**config.mk**
```make
export PLATFORM = sky130hd
export DESIGN_NAME = metering_serial_register_port
export DESIGN_NICKNAME = d
export VERILOG_FILES = /design/src/hw/meter_spi_pkg.sv /design/src/hw/metering_serial_register_port.sv
export VERILOG_INCLUDE_DIRS = /design/src /design/src/hw
export SDC_FILE = /design/constraint.sdc
export NUM_CORES = 1
export LEC_CHECK = 0
export BUFFER_PORTS_ARGS = -buffer_cell sky130_fd_sc_hd__buf_2
export CAP_MARGIN = 20
export CORE_MARGIN = 5
export CORE_UTILIZATION = 50
export DETAILED_ROUTE_END_ITERATION = 8
export PLACE_DENSITY = 0.69
export SYNTH_ARGS = -nofsm -noshare
export SYNTH_HDL_FRONTEND = slang
export SYNTH_SLANG_ARGS = --single-unit
```
**constraint.sdc**
```tcl
create_clock -name clk -period 10.7 [get_ports clk]
set_input_delay 2.14 -clock clk [delete_from_list [all_inputs] [get_ports clk]]
set_output_delay 2.14 -clock clk [all_outputs]
set_load 0.01 [all_outputs]
```
**src/hw/meter_spi_regs.svh**
```systemverilog
// Register offsets, field positions, reset values and widths of the metering serial port.
`ifndef METER_SPI_REGS_SVH
`define METER_SPI_REGS_SVH

`define ADDR_SAMPLED_WAVEFORM 6'h01
`define ADDR_ACTIVE_ENERGY 6'h02
`define ADDR_ACTIVE_ENERGY_CLR 6'h03
`define ADDR_LINE_ENERGY 6'h04
`define ADDR_APPARENT_ENERGY 6'h05
`define ADDR_APPARENT_ENERGY_CLR 6'h06
`define ADDR_MODE 6'h09
`define ADDR_IRQ_ENABLE 6'h0A

`define MODE_RESET 16'h000C
`define IRQ_ENABLE_RESET 16'h0040
`define ENERGY_RESET 24'h00_0000
`define CHECKSUM_RESET 6'h00

`define CMD_WRITE_BIT 7
`define CMD_ADDR_MSB 5
`define WAVE_SAMPLE_ENABLE_BIT 3
`define WAVE_SELECT_MSB 14
`define WAVE_SELECT_LSB 13

`define WIDTH_WIDE 5'h18
`define WIDTH_MODE 5'h10
`define WIDTH_BYTE 5'h08
`define BYTES_WIDE 2'h3
`define BYTES_MODE 2'h2
`define BYTES_BYTE 2'h1
`define LAST_BIT_OF_BYTE 3'h7

`endif

```
**src/hw/meter_spi_pkg.sv**
```systemverilog
// Types shared by the metering serial register port.
package meter_spi_pkg;

	typedef enum logic [1:0] {
		PORT_CMD,
		PORT_WRITE,
		PORT_READ
	} port_state_type;

	typedef struct packed {
		logic csN;
		logic sclk;
		logic din;
	} serial_pins_type;

	typedef struct packed {
		logic [23:0] activePower;
		logic [23:0] apparentPower;
		logic powerValid;
		logic [23:0] ch1Sample;
		logic [23:0] ch2Sample;
		logic sampleValid;
		logic halfCycleTick;
		logic [15:0] halfCycleCount;
	} meter_feed_type;

endpackage

```
**src/hw/metering_serial_register_port.sv**
```systemverilog
// Serial slave port with the energy and waveform registers it reaches.
`timescale 1ns/1ps
`include "meter_spi_regs.svh"

// Operation
// Capture data-in on serial clock falling edge.
// Change data-out after serial clock rising edge.
// Chip select fall resets port to command mode.
// Chip select rise aborts, floats data-out.
// Host finishes transfers when select tied low.
// Command bit7 one selects register write.
// Command bit7 zero selects register read.
// Eight-bit command, six low bits address.
// Bytewise write, first byte most significant.
// Data right-justified; excess upper bits discarded.
// Host spaces write bytes four microseconds.
// Aborted partial byte never updates register.
// Read drives data-out from next rising edge.
// Read end: command mode, float on fall.
// Float data-out on chip select rise.
// Read captures whole register at once.
// Host waits four microseconds before read.
// Host starts every read with command.
// Host keeps 2600 ns gap, 100 ns select-high.
// Checksum cleared, then counts ones sent.
// Clear-on-read energy registers zeroed after read.
// Line energy accumulates over half cycles.
// Mode bits pick waveform source; enable gates.
// Select high: ignore clock, float data-out.
module metering_serial_register_port (
	input wire logic clk,
	input wire logic nrst,
	input wire meter_spi_pkg::serial_pins_type pins,
	input wire meter_spi_pkg::meter_feed_type feed,
	output logic dout,
	output logic doutEn,
	output logic [5:0] checksum
);
	import meter_spi_pkg::*;

	////////////////////////////////////////////////////////////////////////////////
	// Pin synchronisers and edge detection.

	serial_pins_type pinsMeta_q;
	serial_pins_type pinsSync_q;
	logic sclkPrev_q;
	logic csNPrev_q;
	logic sclkRise;
	logic sclkFall;
	logic csFall;
	logic csHigh;

	always_ff @(posedge clk)
	begin
		if (!nrst)
		begin
			pinsMeta_q <= '{csN: 1'b1, sclk: 1'b1, din: 1'b0};
			pinsSync_q <= '{csN: 1'b1, sclk: 1'b1, din: 1'b0};
			sclkPrev_q <= 1'b1;
			csNPrev_q <= 1'b1;
		end
		else
		begin
			pinsMeta_q <= pins;
			pinsSync_q <= pinsMeta_q;
			sclkPrev_q <= pinsSync_q.sclk;
			csNPrev_q <= pinsSync_q.csN;
		end
	end

	// Clock edges only count while selected, so activity with select high is ignored.
	assign csHigh = pinsSync_q.csN;
	assign sclkRise = !csHigh && pinsSync_q.sclk && !sclkPrev_q;
	assign sclkFall = !csHigh && !pinsSync_q.sclk && sclkPrev_q;
	assign csFall = !pinsSync_q.csN && csNPrev_q;

	////////////////////////////////////////////////////////////////////////////////
	// Register widths and the read multiplexer.

	logic [23:0] waveform_q;
	logic [23:0] activeEnergy_q;
	logic [23:0] activeEnergyClr_q;
	logic [23:0] lineEnergy_q;
	logic [23:0] apparentEnergy_q;
	logic [23:0] apparentEnergyClr_q;
	logic [15:0] mode_q;
	logic [15:0] irqEnable_q;

	function automatic logic [4:0] regWidth(input logic [5:0] addr);
		case (addr)
			`ADDR_SAMPLED_WAVEFORM, `ADDR_ACTIVE_ENERGY, `ADDR_ACTIVE_ENERGY_CLR,
			`ADDR_LINE_ENERGY, `ADDR_APPARENT_ENERGY, `ADDR_APPARENT_ENERGY_CLR: regWidth = `WIDTH_WIDE;
			`ADDR_MODE, `ADDR_IRQ_ENABLE: regWidth = `WIDTH_MODE;
			default: regWidth = `WIDTH_BYTE;
		endcase
	endfunction

	function automatic logic [1:0] regBytes(input logic [5:0] addr);
		case (regWidth(addr))
			`WIDTH_WIDE: regBytes = `BYTES_WIDE;
			`WIDTH_MODE: regBytes = `BYTES_MODE;
			default: regBytes = `BYTES_BYTE;
		endcase
	endfunction

	// The read value is left-aligned so the register's MSB leaves first.
	logic [23:0] readAligned;
	logic [5:0] cmdAddr;

	always_comb
	begin
		case (cmdAddr)
			`ADDR_SAMPLED_WAVEFORM: readAligned = waveform_q;
			`ADDR_ACTIVE_ENERGY: readAligned = activeEnergy_q;
			`ADDR_ACTIVE_ENERGY_CLR: readAligned = activeEnergyClr_q;
			`ADDR_LINE_ENERGY: readAligned = lineEnergy_q;
			`ADDR_APPARENT_ENERGY: readAligned = apparentEnergy_q;
			`ADDR_APPARENT_ENERGY_CLR: readAligned = apparentEnergyClr_q;
			`ADDR_MODE: readAligned = {mode_q, 8'h00};
			`ADDR_IRQ_ENABLE: readAligned = {irqEnable_q, 8'h00};
			default: readAligned = 24'h00_0000;
		endcase
	end

	////////////////////////////////////////////////////////////////////////////////
	// Serial port sequencer.

	port_state_type state_q;
	logic [7:0] cmdShift_q;
	logic [4:0] bitCnt_q;
	logic [4:0] readLen_q;
	logic [5:0] addr_q;
	logic [1:0] bytesLeft_q;
	logic [23:0] shift_q;
	logic cmdDone;
	logic readStart;
	logic readDone;
	logic byteDone;
	logic commit_q;
	logic [1:0] commitLane_q;
	logic [7:0] commitByte_q;
	logic [5:0] commitAddr_q;
	logic clearOnRead_q;

	assign cmdAddr = {cmdShift_q[`CMD_ADDR_MSB-1:0], pinsSync_q.din};
	assign cmdDone = state_q == PORT_CMD && sclkFall && bitCnt_q[2:0] == `LAST_BIT_OF_BYTE;
	assign readStart = cmdDone && !cmdShift_q[`CMD_WRITE_BIT-1];
	assign readDone = state_q == PORT_READ && sclkFall && bitCnt_q == readLen_q;
	assign byteDone = state_q == PORT_WRITE && sclkFall && bitCnt_q[2:0] == `LAST_BIT_OF_BYTE;

	always_ff @(posedge clk)
	begin
		if (!nrst)
		begin
			state_q <= PORT_CMD;
			cmdShift_q <= 8'h00;
			bitCnt_q <= 5'h00;
			readLen_q <= 5'h00;
			addr_q <= 6'h00;
			bytesLeft_q <= 2'h0;
		end
		else if (csHigh || csFall)
		begin
			state_q <= PORT_CMD;
			bitCnt_q <= 5'h00;
		end
		else if (state_q == PORT_CMD && sclkFall)
		begin
			cmdShift_q <= {cmdShift_q[6:0], pinsSync_q.din};
			bitCnt_q <= bitCnt_q + 5'h01;
			if (cmdDone)
			begin
				bitCnt_q <= 5'h00;
				addr_q <= cmdAddr;
				bytesLeft_q <= regBytes(cmdAddr);
				readLen_q <= regWidth(cmdAddr);
				state_q <= cmdShift_q[`CMD_WRITE_BIT-1] ? PORT_WRITE : PORT_READ;
			end
		end
		else if (state_q == PORT_WRITE && sclkFall)
		begin
			bitCnt_q <= bitCnt_q + 5'h01;
			if (byteDone)
			begin
				bitCnt_q <= 5'h00;
				bytesLeft_q <= bytesLeft_q - 2'h1;
				if (bytesLeft_q == `BYTES_BYTE)
				begin
					state_q <= PORT_CMD;
				end
			end
		end
		else if (state_q == PORT_READ)
		begin
			if (sclkRise)
			begin
				bitCnt_q <= bitCnt_q + 5'h01;
			end
			if (readDone)
			begin
				state_q <= PORT_CMD;
				bitCnt_q <= 5'h00;
			end
		end
	end

	// Each complete byte is committed at once; a byte cut short by select never reaches here.
	always_ff @(posedge clk)
	begin
		if (!nrst)
		begin
			commit_q <= 1'b0;
			commitLane_q <= 2'h0;
			commitByte_q <= 8'h00;
			commitAddr_q <= 6'h00;
		end
		else
		begin
			commit_q <= byteDone && !csHigh;
			commitLane_q <= bytesLeft_q - 2'h1;
			commitByte_q <= {shift_q[6:0], pinsSync_q.din};
			commitAddr_q <= addr_q;
		end
	end

	// Write data and read data share one shift register.
	always_ff @(posedge clk)
	begin
		if (!nrst)
		begin
			shift_q <= 24'h00_0000;
			dout <= 1'b0;
			doutEn <= 1'b0;
			checksum <= `CHECKSUM_RESET;
			clearOnRead_q <= 1'b0;
		end
		else
		begin
			clearOnRead_q <= readDone && (addr_q == `ADDR_ACTIVE_ENERGY_CLR || addr_q == `ADDR_APPARENT_ENERGY_CLR);
			if (csHigh || csFall)
			begin
				doutEn <= 1'b0;
			end
			else if (readStart)
			begin
				shift_q <= readAligned;
				checksum <= `CHECKSUM_RESET;
			end
			else if (state_q == PORT_WRITE && sclkFall)
			begin
				shift_q <= {shift_q[22:0], pinsSync_q.din};
			end
			else if (state_q == PORT_READ && sclkRise)
			begin
				dout <= shift_q[23];
				doutEn <= 1'b1;
				shift_q <= {shift_q[22:0], 1'b0};
				checksum <= checksum + {5'h00, shift_q[23]};
			end
			else if (readDone)
			begin
				doutEn <= 1'b0;
			end
		end
	end

	////////////////////////////////////////////////////////////////////////////////
	// Writable registers; bytes land in their lane, so short registers keep only low bits.

	always_ff @(posedge clk)
	begin
		if (!nrst)
		begin
			mode_q <= `MODE_RESET;
			irqEnable_q <= `IRQ_ENABLE_RESET;
		end
		else if (commit_q)
		begin
			if (commitAddr_q == `ADDR_MODE)
			begin
				if (commitLane_q == 2'h1)
					mode_q[15:8] <= commitByte_q;
				else
					mode_q[7:0] <= commitByte_q;
			end
			if (commitAddr_q == `ADDR_IRQ_ENABLE)
			begin
				if (commitLane_q == 2'h1)
					irqEnable_q[15:8] <= commitByte_q;
				else
					irqEnable_q[7:0] <= commitByte_q;
			end
		end
	end

	////////////////////////////////////////////////////////////////////////////////
	// Energy accumulation and waveform capture.

	logic [23:0] activeInc;
	logic [23:0] apparentInc;
	logic [15:0] halfCnt_q;
	logic [23:0] lineAcc_q;

	assign activeInc = feed.powerValid ? feed.activePower : 24'h00_0000;
	assign apparentInc = feed.powerValid ? feed.apparentPower : 24'h00_0000;

	// A clear and a new increment in the same cycle keep the increment.
	always_ff @(posedge clk)
	begin
		if (!nrst)
		begin
			activeEnergy_q <= `ENERGY_RESET;
			activeEnergyClr_q <= `ENERGY_RESET;
			apparentEnergy_q <= `ENERGY_RESET;
			apparentEnergyClr_q <= `ENERGY_RESET;
		end
		else
		begin
			activeEnergy_q <= activeEnergy_q + activeInc;
			apparentEnergy_q <= apparentEnergy_q + apparentInc;
			if (clearOnRead_q && addr_q == `ADDR_ACTIVE_ENERGY_CLR)
				activeEnergyClr_q <= activeInc;
			else
				activeEnergyClr_q <= activeEnergyClr_q + activeInc;
			if (clearOnRead_q && addr_q == `ADDR_APPARENT_ENERGY_CLR)
				apparentEnergyClr_q <= apparentInc;
			else
				apparentEnergyClr_q <= apparentEnergyClr_q + apparentInc;
		end
	end

	always_ff @(posedge clk)
	begin
		if (!nrst)
		begin
			halfCnt_q <= 16'h0000;
			lineAcc_q <= `ENERGY_RESET;
			lineEnergy_q <= `ENERGY_RESET;
		end
		else if (feed.halfCycleTick && halfCnt_q + 16'h0001 >= feed.halfCycleCount)
		begin
			lineEnergy_q <= lineAcc_q + activeInc;
			lineAcc_q <= `ENERGY_RESET;
			halfCnt_q <= 16'h0000;
		end
		else
		begin
			lineAcc_q <= lineAcc_q + activeInc;
			if (feed.halfCycleTick)
				halfCnt_q <= halfCnt_q + 16'h0001;
		end
	end

	always_ff @(posedge clk)
	begin
		if (!nrst)
		begin
			waveform_q <= `ENERGY_RESET;
		end
		else if (feed.sampleValid && irqEnable_q[`WAVE_SAMPLE_ENABLE_BIT])
		begin
			case (mode_q[`WAVE_SELECT_MSB:`WAVE_SELECT_LSB])
				2'h2: waveform_q <= feed.ch1Sample;
				2'h3: waveform_q <= feed.ch2Sample;
				default: waveform_q <= feed.activePower;
			endcase
		end
	end
endmodule

```
## Word level (Yosys, flattened, before mapping)

Memories as Yosys holds them, arrays and structs flattened.
Cells that the tools add are included.

| word-level totals | value |
|---|---|
| bits in registers | 301 |
| memory bits (read-only) | 64 |
| input port bits | 120 |
| output and inout bits | 8 |
| word-level logic and storage cells | 168 |
| memories kept | 2 |

| cells by class | value |
|---|---|
| add/sub/neg operators | 9 |
| $lt $le $gt $ge | 1 |
| equal/unequal tests | 26 |
| multiplexer cells | 40 |
| bitwise logic cells | 5 |
| reductions and logical operators | 50 |

Memory list:

| name | depth | bits a word | read ports | clocked after Yosys merged registers in | write ports | line | text |
|---|---|---|---|---|---|---|---|
| (name not given) | 16 | 2 | 1 | 0 | 0 | metering_serial_register_port.sv:90 | `case (addr)` |
| (name not given) | 16 | 2 | 1 | 0 | 0 | metering_serial_register_port.sv:90 |  |

Operator list:

| operator | number |
|---|---|
| $pmux W24 S8 | 1 |
| $mux W24 | 7 |
| $add A24 B24 Y24 | 5 |
| $mux W5 | 13 |
| $pmux W24 S2 | 1 |
| $eq A6 B3 Y1 const B | 4 |
| $eq A6 B4 Y1 const B | 4 |
| $mux W2 | 12 |
| $reduce_and A3 Y1 | 7 |
| $logic_and A1 B1 Y1 | 19 |
| $eq A6 B2 Y1 const B | 3 |
| $mux W6 | 3 |
| $add A16 B1 Y16 const B | 1 |
| $ge A16 B16 Y1 | 1 |
| $eq A5 B5 Y1 const B | 2 |
| $reduce_bool A3 Y1 | 3 |
| $reduce_and A4 Y1 | 2 |
| $reduce_bool A2 Y1 | 4 |
| $add A6 B1 Y6 | 1 |
| $eq A2 B1 Y1 const B | 3 |
| $eq A2 B2 Y1 const B | 3 |
| $eq A6 B1 Y1 const B | 1 |
| $ne A3 B3 Y1 const B | 2 |
| $reduce_and A2 Y1 | 3 |
| 14 further kinds | 26 |

## Longest topological paths before layout

Gate-level depths: netlist of run 1.

| logic depth | value |
|---|---|
| depth in word-level cells | 13 |
| mapped depth | 18 |
| depth with buffers taken out | 14 |

## Worst setup path before layout of run 1

OpenSTA, ideal clock, no wires.

| path | value |
|---|---|
| path type | input port to flip-flop |
| start | in feed[66] (netlist bit) |
| end | reg activeEnergyClr_q[17] |
| setup time | 128 ps |
| data arrival time | 4703 ps |
| data required time | 10572 ps |
| slack | 5869 ps |
| stages | 13 |
| path buffers | 2 |
| path through | clkbuf_1 clkbuf_1 nand2_1 inv_1 ha_1 a211oi_1 nor2_1 o41ai_1 o21ai_1 a311o_1 a31oi_1 xor2_1 o21ai_0 |

| on the way | value |
|---|---|
| word-level cells in the longest chain between the ends | 3 |

RTL lines:

| item | line | text |
|---|---|---|
| from (decl) | metering_serial_register_port.sv:34 | `input wire meter_spi_pkg::meter_feed_type feed,` |
| $mux W24 (*) | metering_serial_register_port.sv:304 | `assign activeInc = feed.powerValid ? feed.activePower : 24'h00_0000;` |
| $add A24 B24 Y24 | metering_serial_register_port.sv:324 | `activeEnergyClr_q <= activeEnergyClr_q + activeInc;` |
| $mux W24 (*) | metering_serial_register_port.sv:321 | `` if (clearOnRead_q && addr_q == `ADDR_ACTIVE_ENERGY_CLR) `` |
| to (signal assigned) | metering_serial_register_port.sv:313 | `` activeEnergyClr_q <= `ENERGY_RESET; `` |
| to (signal assigned) | metering_serial_register_port.sv:322 | `activeEnergyClr_q <= activeInc;` |
| to (signal assigned) | metering_serial_register_port.sv:324 |  |
| to (decl) | metering_serial_register_port.sv:82 | `logic [23:0] activeEnergyClr_q;` |

Every way passes the cells marked *; elsewhere a longest branch is shown, timed or not.
A chain may end at the register's enable or synchronous reset.

## Worst setup path after layout of run 1

Ends and elaborated chain as after synthesis.

==> impl_metrics.toml, run 1 <==
[status]
outcome = "finished clean"

[pwr]
p_leak_nw = 8.75
p_total_mw = 3.07
p_per_area_nw_per_um2 = 153
swShare = 0.301
power.net_switching_mw = 0.924
combPwrFrac = 0.206
p_seq_frac = 0.412
clock_power_share = 0.382
ir_drop_mv = 0.105
p_int_mw = 2.14

[worst_setup_path]
critPathArrivalTime_ns = 5.63
worst_setup_path_end_kind = "flop"
crit_fanout = 50
crit_type = "in -> reg"
r2r_setup_slack_ns = 6.38
cp_data_required_time_ns = 11.08
start_kind = "primary input"

[yosys]
synth_compound_area_frac = 0.218
synthFlopType = "dfxtp_1"
synth-edff-count = 0
async_reset_ff_frac = 0
yosysWarnings = 0
synthSimpleGateAreaFrac = 0.203
syn_area_um2 = 18100
ys_types = 88
yosys_register_bits = 298
synth_mux_area_frac = 0.0449
synth_top_family_by_area = "compound AO/OA/AOI/OAI gates"
syn-instance-count = 2179
ys_seq_area_frac = 0.330
synth-xor-area-share = 0.0610
synth_nets = 2447
synth-adder-area-share = 0.104
synth.avg_cell_area_um2 = 8.31

[placed_design]
dpl.hpwl_mm = 38.6
placed_cells = 2657
place_congestion = 0.968
port-buffer-count = 127

[drt]
dr.pass1.iters = 8
drt-total-wl_mm = 52.6
routedWlPerCell_um = 19.3
vias = 16500
final_antenna_net_count = 0
drc = 0
via_per_inst = 6.06
drtIter0Drc = 1532

[finish]
postLayoutCoreUtil = 0.564
antenna_cells = 0
drive_gt1_frac = 0.0982
fin_nets = 2503
final_cells = 2722
syn2layout_area_growth_pct = 11.0

[sta]
finalSetupTns_ns = 0
slew_viol_final = 0
fin_crit_ns = 5.25
setup_violations = 0
fmax_ghz = 0.190
rsz0062_at_grt = "no"
period_share = 0.491
slew_headroom = 0.202
worstMarginPinSlew_ns = 1.20
fin_skew_ns = 0.0144
worst_hold_slack_ns = 0.407
hold_viol = 0

[cts]
cts_max_level = 2
cts_resized = 0
cts.clk_slew.worst_paths_ns = 0.06
tritoncts = "built"
cts_buffers = 35
cts_hold_buf = 0
insertion_delay_ns = 0.52
clk_path_buf_depth = 3
cts-root-buf = "clkbuf_16"
cts.sinks = 298
post_cts_buffers = 0

[floorplan]
rows = 69
die_w_um = 200
coreArea_um2 = 35700
start_util = 0.508
boundaryPins = 128
die_h_um = 200
die_area_um2 = 40100

[global_route]
grt_pass1_vias = 15500
grt_max_degree = 154
grt_pass1_wl_mm = 82.7
antenna_found_initial = 0
grt_overflow = 0
grt.total_usage = 0.249

[job]
cap_violations = 0

[min_path]
hp-class = "reg -> reg"
==> cells in the final DEF, fill, tap and decap left out, types with 11 or more instances in the layout <==
| cell type | n |
|---|---|
| o21ai_0 | 79 |
| and3_1 | 24 |
| nand4_1 | 28 |
| inv_1 | 63 |
| a21o_1 | 63 |
| and2_1 | 81 |
| o22ai_1 | 17 |
| nand2b_1 | 27 |
| nor2b_1 | 14 |
| ha_1 | 143 |
| a22oi_1 | 66 |
| a21oi_1 | 154 |
| nand2_1 | 152 |
| nand3_1 | 64 |
| dfxtp_1 | 296 |
| a211oi_1 | 71 |
| o31ai_1 | 11 |
| nor3_1 | 26 |
| buf_2 | 127 |
| clkbuf_16 | 36 |
| a222oi_1 | 32 |
| a31oi_1 | 14 |
| nor2_1 | 278 |
| mux2i_1 | 80 |
| xnor2_1 | 65 |
| xor2_1 | 61 |
| nor3b_1 | 12 |
==> routing by layer <==
| layer | wire, µm | GRT usage | vias to the layer above |
|---|---|---|---|
| li1 | - | - | 8026 |
| met3 | 3370 | 0.0293 | 134 |
| met2 | 23900 | 0.404 | 611 |
| met5 | 0 | 0 | - |
| met4 | 2690 | 0.120 | 0 |
| met1 | 22600 | 0.332 | 7711 |
==> synthesized netlist by cell type, types with 9 or more instances <==
cell      number  area [µm²]
ha_1         143        1790
o22ai_1       17         106
a21o_1        63         473
nand2b_1      27         169
buf_2         18        90.1
a211oi_1      71         533
nand2_1      152         571
nor2_1       278        1040
xor2_1        61         534
a222oi_1      32         320
o21a_1         9        67.6
o31ai_1       11        82.6
o21ai_0       79         395
nand4_1       28         175
clkbuf_1      95         357
nor3_1        26         130
a21oi_1      154         771
and2_1        81         507
nor2b_1       14        87.6
a22oi_1       66         495
dfxtp_1      298        5970
nand3_1       64         320
inv_1         63         236
mux2i_1       80         801
and3_1        24         150
a31oi_1       14        87.6
xnor2_1       65         569
nor3b_1       13        97.6
==> kinds of logic (layout without fill, tap and decap cells) <==
group	Yosys count	count (layout)
compound gates	584	584
buf+inv	183	265
mux	81	81
simple gates	759	759
xor+xnor	126	126
flops	298	298
fa+ha+maj	148	148
==> power by group through the flow <==
stage          logic (mW)  registers (mW)  clock network [mW]
5_1_grt             0.707            1.27                1.24
4_1_cts             0.623            1.27                1.19
3_5_place_dp        0.618            1.29                   0
6_report            0.632            1.26                1.17
2_1_floorplan       0.484            1.25                   0
3_3_place_gp        0.603            1.29                   0
==> final cells by class <==
class                   count  area [µm²]
clock buffers              46         958
clock inverters            17         160
fillers                  3282       15600
inverters                  64         243
multi-input cells        1698       11400
flip-flops and latches    298        5970
well taps                 461         577
repair buffers            138         758
==> flip-flops by register name, summed over array words and instances, names as in the netlist, 6 cells and up <==
register,count
shift_q,24
addr_q,6
cmdShift_q,7
apparentEnergyClr_q,24
apparentEnergy_q,24
mode_q,16
checksum,6
commitByte_q,8
waveform_q,24
lineEnergy_q,24
halfCnt_q,16
lineAcc_q,24
commitAddr_q,6
irqEnable_q,16
activeEnergyClr_q,24
activeEnergy_q,24
==> worst max-delay path, stage by stage <==
cell and delay (ns):
buf_2 0.58, nand2_1 0.26, inv_1 0.24, ha_1 0.29, a211oi_1 0.24, nor2_1 0.14
o41ai_1 0.63, o21ai_1 0.24, a311o_1 0.41, a31oi_1 0.20, xor2_1 0.16, o21ai_0 0.08
==> through the flow <==
| stage | instance area, µm² | setup WS [ns] |
|---|---|---|
| 2_1_floorplan | 18100 | 5.87 |
| 4_1_cts | 20100 | 5.48 |
| 3_5_place_dp | 18900 | 4.95 |
| 6_report | 20100 | 5.45 |
| 5_1_grt | 20100 | 5.16 |
| 3_3_place_gp | 18900 | 5.07 |
==> path summary, 6_finish.rpt <==
kind,startpoint,to,depth (start not counted)
min,pinsMeta_q[2],csHigh,1
max,feed[66],activeEnergyClr_q[17],12
max reg2reg,halfCnt_q[5],lineAcc_q[15],16
min reg2reg,pinsMeta_q[2],csHigh,1
(Power assumes the default switching activity.)
==> run 2, diff against run 1 <==
Settings changed: PLACE_DENSITY 0.69 to 0.72.
Clock period 10.7 ns to 4.6 ns, I/O delays scaled along.
==> run 2 against run 1 <==
Cell area is essentially flat. Cell count shrank 0.15%. Power up 130%. Sequential share of layout area is essentially flat. Critical endpoint is now lineEnergy_q[18].
==> impl_metrics.toml, run 2 (same netlist as run 1, synthesis figures left out) <==
[status]
outcome = "finished clean"

[pwr]
ir_drop_mv = 0.225
p_total_mw = 7.19
p_per_area_nw_per_um2 = 358
p_leak_nw = 8.76

[cts]
cts-root-buf = "clkbuf_16"
cts.clk_slew.worst_paths_ns = 0.06
cts_hold_buf = 0
cts.sinks = 298
tritoncts = "built"
post_cts_buffers = 0
clk_path_buf_depth = 3
insertion_delay_ns = 0.54
cts_buffers = 34
cts_max_level = 2
cts_resized = 0

[floorplan]
die_area_um2 = 40100
start_util = 0.508
coreArea_um2 = 35700
rows = 69
boundaryPins = 128
die_w_um = 200
die_h_um = 200

[worst_setup_path]
crit_fanout = 26
cp_data_required_time_ns = 5.03
crit_type = "reg -> reg"
start_kind = "flop"
worst_setup_path_end_kind = "flop"
critPathArrivalTime_ns = 4.15

[global_route]
grt_overflow = 0
antenna_found_initial = 2
grt_pass1_wl_mm = 83.1
grt_pass1_vias = 15800
grt_max_degree = 145
grt.total_usage = 0.250

[drt]
routedWlPerCell_um = 19.6
final_antenna_net_count = 0
vias = 16500
drt-total-wl_mm = 53.2
dr.max_layer_used = "met5"
dr.pass1.iters = 9
met2_length_mm = 24.1
drtIter0Drc = 1503
via_per_inst = 6.08
wl_met3_mm = 3.80
drc = 0
wl_met1_mm = 22.7

[sta]
setup_ws_ns = 0.876
slew_viol_final = 0
slew_headroom = 0.221
fmax_ghz = 0.269
setup_violations = 0
rsz0062_at_grt = "no"
worst_hold_slack_ns = 0.408
finalSetupTns_ns = 0
hold_viol = 0
worstMarginPinSlew_ns = 1.17
fin_skew_ns = 0.0297
period_share = 0.810
fin_crit_ns = 3.72

[finish]
layout_common_cells = "296 x dfxtp_1, 278 x nor2_1, 154 x a21oi_1"
final_common_cell = "dfxtp_1"
multiInputGateArea_um2 = 11400
antenna_cells = 0
fin_nets = 2503
syn2layout_area_growth_pct = 11.1
num-fill-cells = 3338
seq_area_um2 = 5970
postLayoutCellArea_um2 = 20100
drive_gt1_frac = 0.0970
postLayoutCoreUtil = 0.564
final_cells = 2718

[placed_design]
pre_cts_ws_ns = 0.444
place_congestion = 0.934
port-buffer-count = 127
placed_cells = 2660
dpl_cell_area_um2 = 19000
dpl.hpwl_mm = 39.5

[min_path]
hp-class = "reg -> reg"

[job]
cap_violations = 0
## run 2: routing by layer
| layer | track usage | vias up |
|---|---|---|
| met4 | 0.119 | 2 |
| met2 | 0.406 | 605 |
| met5 | 0 | - |
| met3 | 0.0380 | 135 |
| li1 | - | 8006 |
| met1 | 0.329 | 7789 |
## run 2: power breakdown
| group | switching, mW | internal [mW] |
|---|---|---|
| clock | 1.11 | 1.66 |
| combinational | 0.856 | 0.622 |
| sequential | 0.173 | 2.77 |
| total | 2.14 | 5.06 |
## run 2: final timing paths
check,start,end,slack (ns),cells after the start
worst max-delay path,halfCnt_q[5],lineEnergy_q[18],0.88,15
worst min-delay path,pinsMeta_q[2],csHigh,0.41,1
worst max register to register,halfCnt_q[5],lineEnergy_q[18],0.88,15
worst min register to register,pinsMeta_q[2],csHigh,0.41,1
## run 2: final cells by class
| cell class | instances | share of cell area |
|---|---|---|
| inverter | 64 | 0.0121 |
| multi-input combinational | 1698 | 0.569 |
| clock inverter | 9 | 0.00691 |
| tap | 461 | 0.0287 |
| sequential | 298 | 0.297 |
| timing repair buffer | 139 | 0.0373 |
| clock buffer | 49 | 0.0491 |
## run 2: critical path, stage by stage, from the launching register on
cell,delay [ns]
dfxtp_1,0.45
and3_1,0.25
and2_1,0.22
and3_1,0.29
nand3_1,0.13
nor2_1,0.23
nand2_1,0.10
xnor2_1,0.13
ha_1,0.29
nor2b_1,0.13
o21ai_0,0.08
nand2b_1,0.07
a32o_2,0.31
buf_4,0.45
nand2_1,0.27
o22ai_1,0.21
